`src/common/shp_pkg.sv`:
```
// constants, types and shared decoding for the serial host port
// What this block does
// - parity none, odd or even, both ends
// - seven or eight data bits per frame
// - flow control none, rts/cts or xon/xoff
// - low system reset input resets whole block
// - factory input restores defaults, pin may be disabled
// - trigger pin low at start-up selects command mode
// - after start-up the trigger pin becomes output
// - pin low while connected, high when closed
// - without link, pin toggles once every second
// - link back, pin follows connection state again
package shp_pkg;

	// register port addresses
	localparam logic [2:0] ADDR_CFG  = 3'h0;
	localparam logic [2:0] ADDR_DIV  = 3'h1;
	localparam logic [2:0] ADDR_DATA = 3'h2;
	localparam logic [2:0] ADDR_STAT = 3'h3;
	localparam logic [2:0] ADDR_NET  = 3'h4;

	// clock and timing
	localparam int unsigned CLK_MHZ         = 100;
	localparam int unsigned STARTUP_US      = 10000;
	localparam int unsigned BLINK_MS        = 1000;
	localparam int unsigned STARTUP_CYC_DEF = STARTUP_US * CLK_MHZ;
	localparam int unsigned BLINK_CYC_DEF   = BLINK_MS * 1000 * CLK_MHZ;
	localparam int unsigned STARTUP_W       = 20;
	localparam int unsigned BLINK_W         = 27;

	// flow control characters
	localparam logic [7:0] CHR_XON  = 8'h11;
	localparam logic [7:0] CHR_XOFF = 8'h13;

	// pin synchroniser slots and their reset levels
	localparam int unsigned SYNC_N    = 5;
	localparam int unsigned SYNC_RXD  = 0;
	localparam int unsigned SYNC_CTS  = 1;
	localparam int unsigned SYNC_SYS  = 2;
	localparam int unsigned SYNC_FAC  = 3;
	localparam int unsigned SYNC_TRIG = 4;
	localparam logic [4:0]  SYNC_RST  = 5'h1b;

	typedef enum logic [1:0] {
		PAR_NONE = 2'b00,
		PAR_ODD  = 2'b01,
		PAR_EVEN = 2'b10
	} shp_par_t;

	typedef enum logic [1:0] {
		FLOW_NONE = 2'b00,
		FLOW_HW   = 2'b01,
		FLOW_SW   = 2'b10
	} shp_flow_t;

	typedef enum logic {
		TX_IDLE = 1'b0,
		TX_SEND = 1'b1
	} shp_tx_st_t;

	typedef enum logic [1:0] {
		RX_IDLE  = 2'b00,
		RX_START = 2'b01,
		RX_BITS  = 2'b10,
		RX_STOP  = 2'b11
	} shp_rx_st_t;

	// configuration word, bit 0 upward: parity, eight, flow, fac_pin
	typedef struct packed {
		logic      fac_pin;
		shp_flow_t flow;
		logic      eight;
		shp_par_t  parity;
	} shp_cfg_t;

	// link state written by the network side
	typedef struct packed {
		logic tcp_up;
		logic link_up;
	} shp_net_t;

	// status word, bit 0 upward
	typedef struct packed {
		logic [6:0] zero;
		logic       par_err;
		logic       pin_level;
		logic       started;
		logic       fac_req;
		logic       xoff_held;
		logic       overrun;
		logic       cmd_mode;
		logic       tx_ready;
		logic       rx_avail;
	} shp_stat_t;

	localparam shp_cfg_t    CFG_RST = '{fac_pin: 1'b0, flow: FLOW_NONE, eight: 1'b1,
		parity: PAR_NONE};
	localparam logic [15:0] DIV_RST = 16'h01b2;

	// data plus parity bits in one character
	function automatic logic [3:0] shp_nbits(input shp_cfg_t c);
		return 4'd7 + {3'b000, c.eight} + {3'b000, c.parity != PAR_NONE};
	endfunction

	// parity bit for the selected mode
	function automatic logic shp_par_bit(input logic [7:0] d, input shp_cfg_t c);
		logic x;
		x = ^(c.eight ? d : {1'b0, d[6:0]});
		return (c.parity == PAR_ODD) ? ~x : x;
	endfunction

	// line frame, start bit at bit 0, idle ones above
	function automatic logic [11:0] shp_frame(input logic [7:0] d, input shp_cfg_t c);
		logic [11:0] f;
		f = '1;
		f[0] = 1'b0;
		f[7:1] = d[6:0];
		if (c.eight)
			f[8] = d[7];
		if (c.parity != PAR_NONE)
			f[c.eight ? 9 : 8] = shp_par_bit(d, c);
		return f;
	endfunction

endpackage

```
`src/logic/shp_buf.sv`:
```
// two-entry valid/ready buffer on the receive path
`timescale 1ns/1ps
`default_nettype none
module shp_buf
	import shp_pkg::*;
#(
	parameter int W = 8,
	parameter int D = 2
) (
	input  wire logic         ref_clk,
	input  wire logic         nrst,
	input  wire logic         ce,
	input  wire logic         clr,
	input  wire logic         in_valid,
	output logic              in_ready,
	input  wire logic [W-1:0] in_data,
	output logic              out_valid,
	input  wire logic         out_ready,
	output logic [W-1:0]      out_data
);
	localparam int AW = (D > 1) ? $clog2(D) : 1;

	logic [W-1:0]  mem [D];
	logic [AW-1:0] wp;
	logic [AW-1:0] rp;
	logic [AW:0]   cnt;
	logic          push;
	logic          pop;

	// full and empty come straight from the fill count
	assign in_ready  = (cnt != (AW+1)'(D));
	assign out_valid = (cnt != '0);
	assign out_data  = mem[rp];
	assign push      = in_valid && in_ready;
	assign pop       = out_valid && out_ready;

	// storage needs no reset, the count guards it
	always_ff @(posedge ref_clk) begin
		if (ce && push)
			mem[wp] <= in_data;
	end

	// pointers and fill count
	always_ff @(posedge ref_clk or negedge nrst) begin
		if (!nrst) begin
			wp  <= '0;
			rp  <= '0;
			cnt <= '0;
		end else if (ce) begin
			if (clr) begin
				wp  <= '0;
				rp  <= '0;
				cnt <= '0;
			end else begin
				if (push)
					wp <= (wp == AW'(D - 1)) ? '0 : wp + 1'b1;
				if (pop)
					rp <= (rp == AW'(D - 1)) ? '0 : rp + 1'b1;
				cnt <= cnt + (AW+1)'(push) - (AW+1)'(pop);
			end
		end
	end
endmodule
`default_nettype wire

```
`src/logic/shp_tx.sv`:
```
// serial character transmitter
`timescale 1ns/1ps
`default_nettype none
module shp_tx
	import shp_pkg::*;
(
	input  wire logic        ref_clk,
	input  wire logic        nrst,
	input  wire logic        ce,
	input  wire logic        clr,
	input  wire logic        start,
	input  wire logic [7:0]  data,
	input  wire shp_cfg_t    cfg,
	input  wire logic [15:0] div,
	output logic             busy,
	output logic             txd
);
	shp_tx_st_t  st;
	logic [11:0] sh;
	logic [3:0]  cnt;
	logic [15:0] dcnt;
	logic [3:0]  nbits;

	// start, data, parity and one stop bit
	assign nbits = shp_nbits(cfg) + 4'd2;
	assign busy  = (st == TX_SEND);
	assign txd   = sh[0];

	// shift out one bit every div cycles
	always_ff @(posedge ref_clk or negedge nrst) begin
		if (!nrst) begin
			st   <= TX_IDLE;
			sh   <= '1;
			cnt  <= '0;
			dcnt <= '0;
		end else if (ce) begin
			if (clr) begin
				st <= TX_IDLE;
				sh <= '1;
			end else begin
				case (st)
				TX_IDLE: begin
					if (start) begin
						sh   <= shp_frame(data, cfg);
						cnt  <= '0;
						dcnt <= div - 16'h0001;
						st   <= TX_SEND;
					end
				end
				TX_SEND: begin
					if (dcnt == '0) begin
						dcnt <= div - 16'h0001;
						sh   <= {1'b1, sh[11:1]};
						cnt  <= cnt + 4'd1;
						if (cnt == nbits - 4'd1)
							st <= TX_IDLE;
					end else begin
						dcnt <= dcnt - 16'h0001;
					end
				end
				default: st <= TX_IDLE;
				endcase
			end
		end
	end
endmodule
`default_nettype wire

```
`src/logic/shp_port.sv`:
```
// serial host port: uart, register port and trigger/status pin
//
// Decided for this implementation: the address-and-strobe port and the register addresses.
`timescale 1ns/1ps
`default_nettype none
module shp_port
	import shp_pkg::*;
#(
	parameter int unsigned STARTUP_CYC = STARTUP_CYC_DEF,
	parameter int unsigned BLINK_CYC   = BLINK_CYC_DEF
) (
	input  wire logic        ref_clk,
	input  wire logic        nrst,
	input  wire logic        ce,
	input  wire logic [2:0]  reg_addr,
	input  wire logic [15:0] reg_wdata,
	input  wire logic        reg_wr,
	input  wire logic        reg_rd,
	output logic [15:0]      reg_rdata,
	input  wire logic        rxd,
	output logic             txd,
	input  wire logic        cts_n,
	output logic             rts_n,
	input  wire logic        system_reset_n,
	input  wire logic        factory_default_n,
	input  wire logic        command_trigger_status_i,
	output logic             command_trigger_status_o,
	output logic             command_trigger_status_oe,
	output logic             cmd_mode
);
	// pin synchronisers, two flops each
	logic [SYNC_N-1:0] pin_raw;
	logic [SYNC_N-1:0] pin_s;
	assign pin_raw = {command_trigger_status_i, factory_default_n, system_reset_n,
		cts_n, rxd};

	genvar gi;
	generate
		for (gi = 0; gi < SYNC_N; gi++) begin : g_sync
			logic s1;
			logic s2;
			always_ff @(posedge ref_clk or negedge nrst) begin
				if (!nrst) begin
					s1 <= SYNC_RST[gi];
					s2 <= SYNC_RST[gi];
				end else if (ce) begin
					s1 <= pin_raw[gi];
					s2 <= s1;
				end
			end
			assign pin_s[gi] = s2;
		end
	endgenerate

	logic rxd_s;
	logic cts_off;
	logic srst;
	logic fac_s;
	logic trig_s;
	assign rxd_s   = pin_s[SYNC_RXD];
	assign cts_off = pin_s[SYNC_CTS];
	assign fac_s   = pin_s[SYNC_FAC];
	assign trig_s  = pin_s[SYNC_TRIG];
	// pin acts as synchronous whole-block reset
	assign srst    = !pin_s[SYNC_SYS];

	// register state
	shp_cfg_t    cfg;
	logic [15:0] div;
	shp_net_t    net;
	logic        overrun;
	logic        par_err;
	logic        fac_req;
	logic        xoff_held;
	logic        hold_valid;
	logic [7:0]  hold_data;
	logic        startup_done;
	logic        blink_lvl;

	// address decode
	logic sel_cfg;
	logic sel_div;
	logic sel_data;
	logic sel_stat;
	logic sel_net;
	assign sel_cfg  = (reg_addr == ADDR_CFG);
	assign sel_div  = (reg_addr == ADDR_DIV);
	assign sel_data = (reg_addr == ADDR_DATA);
	assign sel_stat = (reg_addr == ADDR_STAT);
	assign sel_net  = (reg_addr == ADDR_NET);

	// factory pin honoured only while enabled
	logic fac_hit;
	assign fac_hit = cfg.fac_pin && !fac_s;

	// transmit path
	logic tx_busy;
	logic tx_go;
	logic hw_stop;
	logic sw_stop;
	// cts off holds the next character
	assign hw_stop = (cfg.flow == FLOW_HW) && cts_off;
	assign sw_stop = (cfg.flow == FLOW_SW) && xoff_held;
	assign tx_go   = hold_valid && !tx_busy && !hw_stop && !sw_stop;

	shp_tx u_tx (
		.ref_clk (ref_clk),
		.nrst    (nrst),
		.ce      (ce),
		.clr     (srst),
		.start   (tx_go),
		.data    (hold_data),
		.cfg     (cfg),
		.div     (div),
		.busy    (tx_busy),
		.txd     (txd)
	);

	// receive state machine
	shp_rx_st_t  rx_st;
	logic [15:0] rx_div;
	logic [3:0]  rx_cnt;
	logic [8:0]  rx_sh;
	logic [3:0]  rx_n;
	logic        rx_fire;
	logic [8:0]  rx_word;
	logic [7:0]  rx_byte;
	logic        rx_pbit;
	logic        rx_bad;
	assign rx_n    = shp_nbits(cfg);
	assign rx_fire = (rx_st == RX_STOP) && (rx_div == '0);
	assign rx_word = rx_sh >> (4'd9 - rx_n);
	// seven-bit characters read back with top bit zero
	assign rx_byte = cfg.eight ? rx_word[7:0] : {1'b0, rx_word[6:0]};
	assign rx_pbit = cfg.eight ? rx_word[8] : rx_word[7];
	// received parity checked against selected mode
	assign rx_bad  = (cfg.parity != PAR_NONE) && (rx_pbit != shp_par_bit(rx_byte, cfg));

	always_ff @(posedge ref_clk or negedge nrst) begin
		if (!nrst) begin
			rx_st  <= RX_IDLE;
			rx_div <= '0;
			rx_cnt <= '0;
			rx_sh  <= '0;
		end else if (ce) begin
			if (srst) begin
				rx_st <= RX_IDLE;
			end else begin
				case (rx_st)
				RX_IDLE: begin
					if (!rxd_s) begin
						rx_div <= {1'b0, div[15:1]};
						rx_st  <= RX_START;
					end
				end
				RX_START: begin
					// mid start bit, a glitch drops back to idle
					if (rx_div == '0) begin
						rx_div <= div - 16'h0001;
						rx_cnt <= '0;
						rx_st  <= rxd_s ? RX_IDLE : RX_BITS;
					end else begin
						rx_div <= rx_div - 16'h0001;
					end
				end
				RX_BITS: begin
					if (rx_div == '0) begin
						rx_div <= div - 16'h0001;
						rx_sh  <= {rxd_s, rx_sh[8:1]};
						rx_cnt <= rx_cnt + 4'd1;
						if (rx_cnt == rx_n - 4'd1)
							rx_st <= RX_STOP;
					end else begin
						rx_div <= rx_div - 16'h0001;
					end
				end
				RX_STOP: begin
					if (rx_div == '0)
						rx_st <= RX_IDLE;
					else
						rx_div <= rx_div - 16'h0001;
				end
				default: rx_st <= RX_IDLE;
				endcase
			end
		end
	end

	// received flow characters are consumed, not buffered
	logic is_xon;
	logic is_xoff;
	logic rx_push;
	logic buf_ready;
	logic buf_valid;
	logic [7:0] buf_data;
	logic buf_pop;
	assign is_xon  = (cfg.flow == FLOW_SW) && (rx_byte == CHR_XON);
	assign is_xoff = (cfg.flow == FLOW_SW) && (rx_byte == CHR_XOFF);
	assign rx_push = rx_fire && !is_xon && !is_xoff;
	assign buf_pop = reg_rd && sel_data;

	shp_buf #(
		.W (8),
		.D (2)
	) u_buf (
		.ref_clk   (ref_clk),
		.nrst      (nrst),
		.ce        (ce),
		.clr       (srst),
		.in_valid  (rx_push),
		.in_ready  (buf_ready),
		.in_data   (rx_byte),
		.out_valid (buf_valid),
		.out_ready (buf_pop),
		.out_data  (buf_data)
	);

	// sticky flags clear on a status read, a new event wins
	logic stat_rd;
	assign stat_rd = reg_rd && sel_stat;

	always_ff @(posedge ref_clk or negedge nrst) begin
		if (!nrst) begin
			cfg        <= CFG_RST;
			div        <= DIV_RST;
			net        <= '0;
			overrun    <= 1'b0;
			par_err    <= 1'b0;
			fac_req    <= 1'b0;
			xoff_held  <= 1'b0;
			hold_valid <= 1'b0;
			hold_data  <= '0;
			rts_n      <= 1'b0;
		end else if (ce) begin
			if (srst) begin
				cfg        <= CFG_RST;
				div        <= DIV_RST;
				net        <= '0;
				overrun    <= 1'b0;
				par_err    <= 1'b0;
				fac_req    <= 1'b0;
				xoff_held  <= 1'b0;
				hold_valid <= 1'b0;
				rts_n      <= 1'b0;
			end else begin
				if (fac_hit) begin
					cfg <= CFG_RST;
					div <= DIV_RST;
				end else if (reg_wr && sel_cfg) begin
					cfg <= shp_cfg_t'(reg_wdata[5:0]);
				end else if (reg_wr && sel_div) begin
					div <= reg_wdata;
				end
				if (reg_wr && sel_net)
					net <= shp_net_t'(reg_wdata[1:0]);
				// a full holding register ignores further writes
				if (reg_wr && sel_data && !hold_valid) begin
					hold_data  <= reg_wdata[7:0];
					hold_valid <= 1'b1;
				end else if (tx_go) begin
					hold_valid <= 1'b0;
				end
				// xon and xoff steer the held flag
				if (is_xoff && rx_fire)
					xoff_held <= 1'b1;
				else if ((is_xon && rx_fire) || cfg.flow != FLOW_SW)
					xoff_held <= 1'b0;
				overrun <= (rx_push && !buf_ready) || (overrun && !stat_rd);
				par_err <= (rx_fire && rx_bad) || (par_err && !stat_rd);
				fac_req <= fac_hit || (fac_req && !stat_rd);
				// rts drops while the buffer is full
				rts_n <= (cfg.flow == FLOW_HW) && !buf_ready;
			end
		end
	end

	// start-up window, blink timer and trigger/status pin
	logic [STARTUP_W-1:0] su_cnt;
	logic [BLINK_W-1:0]   bl_cnt;

	always_ff @(posedge ref_clk or negedge nrst) begin
		if (!nrst) begin
			su_cnt                    <= '0;
			startup_done              <= 1'b0;
			cmd_mode                  <= 1'b0;
			bl_cnt                    <= '0;
			blink_lvl                 <= 1'b1;
			command_trigger_status_o  <= 1'b1;
			command_trigger_status_oe <= 1'b0;
		end else if (ce) begin
			if (srst) begin
				su_cnt                    <= '0;
				startup_done              <= 1'b0;
				cmd_mode                  <= 1'b0;
				bl_cnt                    <= '0;
				blink_lvl                 <= 1'b1;
				command_trigger_status_o  <= 1'b1;
				command_trigger_status_oe <= 1'b0;
			end else begin
				// low pin at window end selects command mode
				if (!startup_done) begin
					su_cnt <= su_cnt + 1'b1;
					if (su_cnt == STARTUP_W'(STARTUP_CYC - 1)) begin
						startup_done <= 1'b1;
						cmd_mode     <= !trig_s;
					end
				end
				// toggle once per second without link
				if (net.link_up) begin
					bl_cnt <= '0;
				end else if (bl_cnt == BLINK_W'(BLINK_CYC - 1)) begin
					bl_cnt    <= '0;
					blink_lvl <= !blink_lvl;
				end else begin
					bl_cnt <= bl_cnt + 1'b1;
				end
				// pin drives connection state after start-up
				command_trigger_status_oe <= startup_done;
				command_trigger_status_o  <= net.link_up ? !net.tcp_up : blink_lvl;
			end
		end
	end

	// status word and read data, valid only the cycle after the strobe
	shp_stat_t stat;
	assign stat = '{zero: 7'h00, par_err: par_err, pin_level: command_trigger_status_o,
		started: startup_done, fac_req: fac_req, xoff_held: xoff_held,
		overrun: overrun, cmd_mode: cmd_mode, tx_ready: !hold_valid,
		rx_avail: buf_valid};

	logic [15:0] rd_mux;
	assign rd_mux = sel_cfg  ? {10'h000, cfg} :
			sel_div  ? div :
			sel_data ? {8'h00, buf_valid ? buf_data : 8'h00} :
			sel_stat ? stat :
			sel_net  ? {14'h0000, net} : 16'h0000;

	always_ff @(posedge ref_clk or negedge nrst) begin
		if (!nrst)
			reg_rdata <= '0;
		else if (ce)
			reg_rdata <= reg_rd ? rd_mux : 16'h0000;
	end

	// checks on the pin, reset and flow behaviour
	cts_hold_a: assert property (@(posedge ref_clk) disable iff (!nrst || !ce)
		(hw_stop && !tx_busy && !srst) |=> !tx_busy)
		else $error("transmit started while cts was off");
	xoff_hold_a: assert property (@(posedge ref_clk) disable iff (!nrst || !ce)
		(sw_stop && !tx_busy && !srst) |=> !tx_busy)
		else $error("transmit started while xoff held");
	pin_input_a: assert property (@(posedge ref_clk) disable iff (!nrst || !ce)
		!startup_done |=> !command_trigger_status_oe)
		else $error("trigger pin driven during start-up");
	pin_output_a: assert property (@(posedge ref_clk) disable iff (!nrst || !ce)
		(startup_done && !srst) |=> command_trigger_status_oe)
		else $error("status pin not driven after start-up");
	pin_conn_a: assert property (@(posedge ref_clk) disable iff (!nrst || !ce)
		(startup_done && net.link_up && net.tcp_up && !srst) |=> !command_trigger_status_o)
		else $error("status pin not low while connected");
	pin_closed_a: assert property (@(posedge ref_clk) disable iff (!nrst || !ce)
		(net.link_up && !net.tcp_up && !srst) |=> command_trigger_status_o)
		else $error("status pin not high when closed");
	blink_step_a: assert property (@(posedge ref_clk) disable iff (!nrst || !ce)
		(!net.link_up && !srst && bl_cnt == BLINK_W'(BLINK_CYC - 1))
		|=> (blink_lvl != $past(blink_lvl))
		##1 ($past(net.link_up) || command_trigger_status_o == blink_lvl))
		else $error("status pin blink step missed");
	sys_reset_a: assert property (@(posedge ref_clk) disable iff (!nrst || !ce)
		srst |=> (!startup_done && !hold_valid && cfg == CFG_RST))
		else $error("system reset did not clear state");
	fac_reset_a: assert property (@(posedge ref_clk) disable iff (!nrst || !ce)
		(fac_hit && !srst) |=> (cfg == CFG_RST && div == DIV_RST && fac_req))
		else $error("factory input did not restore defaults");
endmodule
`default_nettype wire

```
`config.mk`:
```
export PLATFORM = sky130hd
export DESIGN_NAME = shp_port
export DESIGN_NICKNAME = d
export VERILOG_FILES = /design/src/common/shp_pkg.sv /design/src/logic/shp_buf.sv /design/src/logic/shp_tx.sv /design/src/logic/shp_port.sv
export SDC_FILE = /design/constraint.sdc
export NUM_CORES = 1
export LEC_CHECK = 0
export ABC_AREA = 1
export BUFFER_PORTS_ARGS = -buffer_cell sky130_fd_sc_hd__buf_2
export CAP_MARGIN = 5
export CORE_AREA = 10 10 162 164
export DETAILED_ROUTE_END_ITERATION = 12
export DIE_AREA = 0 0 172 174
export GPL_TIMING_DRIVEN = 0
export PLACE_DENSITY_LB_ADDON = 0.12
export SLEW_MARGIN = 15
export SYNTH_ARGS = -nofsm -noshare
export SYNTH_HDL_FRONTEND = slang
export SYNTH_HIERARCHICAL = 1
export SYNTH_SLANG_ARGS = --single-unit
```
`constraint.sdc`:
```
create_clock -name ref_clk -period 8.6 [get_ports ref_clk]
set_input_delay 0.86 -clock ref_clk [delete_from_list [all_inputs] [get_ports ref_clk]]
set_output_delay 0.86 -clock ref_clk [all_outputs]
set_load 0.01 [all_outputs]
```
---- Yosys cells after proc, flatten, opt, wreduce, memory -nomap -nowiden ----
Memory sizes are Yosys's and may differ from the RTL's.
Cells that the tools add are included.
Widths: inputs -> output; s select.
word-level totals
  register bits ........................... 184
  ROM bits ................................ 0
  latch bits .............................. 0
  bits in writable memories ............... 16
  memories kept ........................... 1
cells by class
  add/subtract/negate cells ............... 17
  reductions and logical operators ........ 75
  divide/modulo/power cells ............... 0
  bitwise logic cells ..................... 3
  shifts and indexed selects .............. 1
  magnitude comparators ................... 2
  mux-type cells .......................... 98
  multipliers ............................. 0
  eq/ne operators ......................... 44
memory list
  memory     words  bits a word  read ports  clocked after memory_dff  write ports  RTL line       text
  u_buf.mem  2      8            1           0                         1            shp_buf.sv:23  logic [W-1:0] mem [D];
operator list
  operator               number
  $mux 16                12
  $mux 27                3
  $mux 12                4
  $pmux 16 s3            1
  $sub 16x1->16 const B  3
  $mux 1                 44
  $mux 20                2
  $ge 32x1->1 const B    1
  $logic_not 16->1       2
  $lt 32x6->1 const B    1
  $mux 8                 4
  $pmux 16 s2            1
  $logic_and 1x1->1      31
  $add 27x1->27 const B  1
  $eq 27x27->1 const B   1
  $pmux 12 s2            1
  $mux 2                 11
  $ne 3x3->1 const B     7
  $add 20x1->20 const B  1
  $eq 20x20->1 const B   1
  $ne 2x2->1 const B     10
  $mux 6                 3
  $mux 9                 2
  $reduce_and 3->1       6
  other kinds (39)       87

---- Logic depth before layout (Yosys ltp) ----
  depth in word-level cells ............... 14
  mapped depth ............................ 22
  gate-level depth less buffers ........... 21

---- Hierarchy ----
Netlist, hierarchy kept.
modules (own cells, without submodules)
  module    area an instance (um2)  times used  cells an instance
  shp_port  8977.4                  1           1261
  shp_tx    2399.8                  1           343
  shp_buf   863.3                   1           85

---- Worst setup path after synthesis ----
Ideal clock, no wire load.
  kind .................................... register -> register
  start ................................... reg cfg[1] (netlist name)
  end ..................................... mem u_buf.mem[0][0], enable pin
  cell stages (with the launch flop) ...... 14
  library setup time ...................... 0.370 ns
  path slack .............................. 5.486 ns
  path buffers ............................ 1
  data arrival time ....................... 2.744 ns
  data required time ...................... 8.230 ns
  cells stage by stage .................... dfrtp_1 > nor2_1 > inv_1 > ha_1 > clkbuf_1 > o21ai_0 > o21ai_0 > inv_1 > ha_1 > o21ai_0 > nor2_1 > nor2_1 > nand3_1 > nor2_1
between the ends
  longest elaborated chain between the ends .. 14
  elaborated cells between the ends (all ways) .. 17
  those cells by class .................... 2 x add/sub; 2 x eq/ne; 1 x shift; 3 x mux; 9 x reduce/logical
ends and longest elaborated chain
  item                            RTL line         text
  $reduce_bool 2->1 *             shp_pkg.sv:102   return 4'd7 + {3'b000, c.eight} + {3'b000, c.parity != PAR_NONE};
  $add 4x1->4 *                   shp_pkg.sv:102
  $sub 4x4->4 *                   shp_port.sv:132  assign rx_word = rx_sh >> (4'd9 - rx_n);
  $shr 9x4->9 *                   shp_port.sv:132
  $mux 8 *                        shp_port.sv:134  assign rx_byte = cfg.eight ? rx_word[7:0] : {1'b0, rx_word[6:0]};
  named net rx_byte[1]            shp_port.sv:127  logic [7:0] rx_byte;
  $eq 8x5->1                      shp_port.sv:197  assign is_xon = (cfg.flow == FLOW_SW) && (rx_byte == CHR_XON);
  $logic_and 1x1->1               shp_port.sv:197
  $logic_not 1->1                 shp_port.sv:199  assign rx_push = rx_fire && !is_xon && !is_xoff;
  $logic_and 1x1->1               shp_port.sv:199
  $logic_and 1x1->1 *             shp_port.sv:199
  named net rx_push               shp_port.sv:192  logic rx_push;
  $logic_and 1x1->1 *             shp_buf.sv:34    assign push = in_valid && in_ready;
  $logic_and 1x1->1 *             shp_buf.sv:39    if (ce && push)
  $mux 1 *                        shp_buf.sv:39
  $mux 1 (not written as such) *  shp_buf.sv:40    mem[wp] <= in_data;
  end, declared                   shp_buf.sv:23
Mark *: on every way through the listed nets, which the timed path passes. The rest lies on a longest branch.

---- Worst setup path in the final report ----
  start ................................... reg cfg[1] (netlist name)
  end ..................................... mem u_buf.mem[0][6], enable pin
between the ends
  longest elaborated chain between the ends .. 14
  elaborated cells between the ends (all ways) .. 17
  those cells by class .................... 2 x add/sub; 2 x eq/ne; 1 x shift; 3 x mux; 9 x reduce/logical
ends and longest elaborated chain
  item                            RTL line
  $reduce_bool 2->1 *             shp_pkg.sv:102
  $add 4x1->4 *                   shp_pkg.sv:102
  $sub 4x4->4 *                   shp_port.sv:132
  $shr 9x4->9 *                   shp_port.sv:132
  $mux 8 *                        shp_port.sv:134
  named net rx_byte[1]            shp_port.sv:127
  $eq 8x5->1                      shp_port.sv:197
  $logic_and 1x1->1               shp_port.sv:197
  $logic_not 1->1                 shp_port.sv:199
  $logic_and 1x1->1               shp_port.sv:199
  $logic_and 1x1->1 *             shp_port.sv:199
  named net rx_push               shp_port.sv:192
  $logic_and 1x1->1 *             shp_buf.sv:34
  $logic_and 1x1->1 *             shp_buf.sv:39
  $mux 1 *                        shp_buf.sv:39
  $mux 1 (not written as such) *  shp_buf.sv:40
Marked as above.

==> summary.md <==
| Metric | Value |
|---|---|
| Status | `finished, final reports clean` |
| Clk pwr share | `28.4%` |
| P_leak | `6.42 nW` |
| Vias in the first global route | `10357` |
| Startpoint Class | `flip-flop` |
| Post-Syn Instances | `1689` |
| Peak supply drop | `0.000142 V` |
| Yosys warns | `6` |
| FP Rows | `56` |
| Syn nets | `1743` |
| Placement-stage cell area | `12900 um2` |
| Synth top area cells | `dfrtp_1, nand2_1, inv_1` |
| Critical-path cell list | `nor2_1, inv_1, ha_1, clkbuf_1, o21ai_0, o21ai_0, inv_1, ha_1, o21ai_0, nor2_1, nor2_1, nand3_1, nor2_1` |
| Worst-path clk slew | `0.08 ns` |
| Most Frequent Cell on Critical Path | `nor2_1` |
| Number of flops mapped to enable cells by yosys | `16` |
| TritonRoute pass-1 iters | `5` |
| Reg-to-Reg Start | `cfg[1]$_DFFE_PN0P_` |
| Fillers | `2180` |
| Post-CTS setup buffer count | `0` |
| DRC viols | `0` |
| CTS sink count | `198` |
| I/O Buffers | `49` |
| Hpwl dp | `24000 um` |
| First-pass GRT wire length | `52300 um` |
| Slew headroom | `51.6%` |
| Post-synth ARST share | `91.9%` |
| # setup viols final | `0` |
| Hold buffers post-CTS | `0` |
| CP max FO | `10` |
| Total of max-cap violations | `0` |
| GRT Util Overall | `21.4%` |
| Top Ports | `50` |
| Most used DFF post-synth | `dfrtp_1` |
| Yosys cell types | `56` |
| Max Fclk | `0.251 GHz` |
| Clock buffer depth | `2` |
| Leading cell type in the layout, fill and taps excluded | `nand2_1` |
| Internal power | `1.80 mW` |
| Seq/Total Area, Yosys | `41.4%` |
| Ratio of cells with drive above 1 in the final layout | `11.2%` |
| Final Power | `2.92 mW` |
| Critical Path RT | `8.67 ns` |
| CTS HTree Levels | `4` |
| CP max-delay cell | `nor2_1` |
| Pre-CTS setup slack | `4.55 ns` |
| Syn Area/Cell | `7.25 um2` |
| Minimum clock period | `3.99 ns` |
| Root Driver | `clkbuf_16` |
| Via count | `10944` |
| CTS tree | `yes` |
| Per-cell routed wire length | `15.3 um` |
| Initial core utilization | `52.9%` |
| Crit. Startpoint | `cfg[1]$_DFFE_PN0P_` |
| Fin util | `58.4%` |
| Area growth syn-to-layout | `10.3%` |
| Sw Share | `38.2%` |
| Critical Path End Type | `flip-flop` |
| Post-DRT Antenna Nets | `0` |
| Net Switching | `1.12 mW` |
| Largest net degree at the start of global routing | `99` |
| Fin crit share | `46.4%` |
| Core ar. | `23100 um2` |
| Fin Clk Skew | `0.0112 ns` |
| Final WS setup | `4.61 ns` |
| CTS resizes | `0` |
| Routability cong. | `0.928` |
| Pwr dens | `217 nW/um2` |
| Commonest cells after routing, fill and taps aside | `nand2_1, inv_1, nor2_1` |
| Top cell type's share of synthesized area | `31.9%` |
| Die X | `172 um` |
| Ant. Diodes | `0` |
| Cell Area, Synth | `12200 um2` |
| Worst-Skew Late Latency | `0.44 ns` |
| Critical path type | `reg -> reg` |
| Nets | `1812` |
| Initial antenna violation count | `0` |
| Post-route setup TNS | `0 ns` |
| Worst hold path type | `in -> async` |
| Final hold vios | `0` |
| Leading area contributor after synthesis | `dfrtp_1` |
| Die area | `29900 um2` |
| RSZ-0062 raised after global routing | `no` |
| 1st-iter DRT viols | `918` |
| CP Data Arrival Time | `4.06 ns` |
| Combinational share of power | `29.9%` |
| Final instance area | `13500 um2` |
| Yosys reg bits | `198` |
| Max stage delay on crit path | `0.57 ns` |
| Vias/cell | `5.31` |
| Worst-Margin Slew | `0.723 ns` |
| DRT Wirelength | `31600 um` |
| Slew Limit Fails | `0` |
| Reg power frac | `41.7%` |
| CTS Buf Count | `17` |
| Total grt overflow | `0` |
| Die Y-Extent | `174 um` |
==> power groups by stage <==
stage	Clock [mW]	Sequential (mW)	Combinational, mW
after floorplan	0	1.19	0.662
after global routing	0.883	1.24	1.00
after detailed placement	0	1.23	0.866
after CTS	0.846	1.22	0.873
final	0.829	1.22	0.875
after global placement	0	1.23	0.842
==> stage by stage <==
stage,hold slack (ns),instances
floorplan,0.442,1689
global placement,0.453,2028
detailed placement,0.453,2029
CTS,0.432,2061
global route,0.444,2061
finish,0.397,2061
==> routing by layer <==
| layer | up-vias | track usage (%) | part of all wire, % |
|---|---|---|---|
| met5 | - | 0 | 0 |
| met4 | 0 | 6.07 | 2.0 |
| met3 | 39 | 3.01 | 4.7 |
| met2 | 262 | 34.4 | 47 |
| met1 | 5086 | 29.3 | 47 |
| li1 | 5557 | - | - |
==> flip-flops by register name (all words and copies together), names as in the netlist, 2 cells and up <==
| register | count |
|---|---|
| u_buf/cnt | 2 |
| u_buf/mem | 16 |
| rx_sh | 9 |
| net | 2 |
| bl_cnt | 27 |
| su_cnt | 20 |
| rx_cnt | 4 |
| u_tx/sh | 10 |
| hold_data | 8 |
| div | 16 |
| u_tx/cnt | 4 |
| reg_rdata | 16 |
| g_sync.s2 | 3 |
| g_sync.s1 | 5 |
| rx_div | 16 |
| cfg | 6 |
| u_tx/dcnt | 16 |
| rx_st | 2 |
==> synth_stat cells (all sizes together), types with 20 or more instances <==
cell type and count:
xnor2 20, a21oi 56, nor2 212, dfrtp 156, nand4 22, buf 26
xor2 35, inv 228, ha 25, nand2 487, o21ai 131, nor3 40
nand3 128, dfstp 26
==> critical path, delay by kind of cell, from the launching register on <==
| family | cells | cell delay [ns] |
|---|---|---|
| compound gates | 3 | 0.78 |
| fa+ha+maj | 2 | 0.54 |
| buf+inv | 3 | 0.48 |
| flops | 1 | 0.47 |
| simple gates | 5 | 1.34 |
==> cell type report <==
class / instances / area, um2 / share of cell area (%)
clock inverters: 15 / 184 / 1.36
clock buffers: 17 / 425 / 3.15
flip-flops and latches: 198 / 5070 / 37.5
multi-input cells: 1219 / 6040 / 44.7
plain buffers: 43 / 272 / 2.01
inverters: 229 / 863 / 6.40
repair buffers: 50 / 283 / 2.10
well taps: 290 / 363 / 2.69
==> final timing paths <==
| check | cells after the start | slack [ns] | endpoint |
|---|---|---|---|
| max | 13 | 4.61 | u_buf/mem[0][6]$_DFFE_PP_ |
| max in group asynchronous | 2 | 7.27 | div[7]$_DFFE_PN1P_ |
| min | 1 | 0.40 | su_cnt[14]$_DFFE_PN0P_ |
| min in group ref_clk | 2 | 0.46 | g_sync[1].s1$_DFFE_PN1P_ |
| max reg2reg | 13 | 4.61 | u_buf/mem[0][6]$_DFFE_PP_ |
| min reg2reg | 2 | 0.46 | g_sync[1].s1$_DFFE_PN1P_ |
==> cells by family (layout without fill, tap and decap cells) <==
kind of cell	Yosys count	in the layout	share of synthesized area, %
xor gates and xnor gates	55	55	3.94
buffers and inverters	272	354	9.27
DFF	198	198	41.4
muxes	2	2	0.174
and+or+nand+nor	903	903	31.5
adders and majority gates	25	25	2.56
AOI/OAI and AO/OA	234	234	11.1
Note: power is estimated with default switching activity, not from simulation.
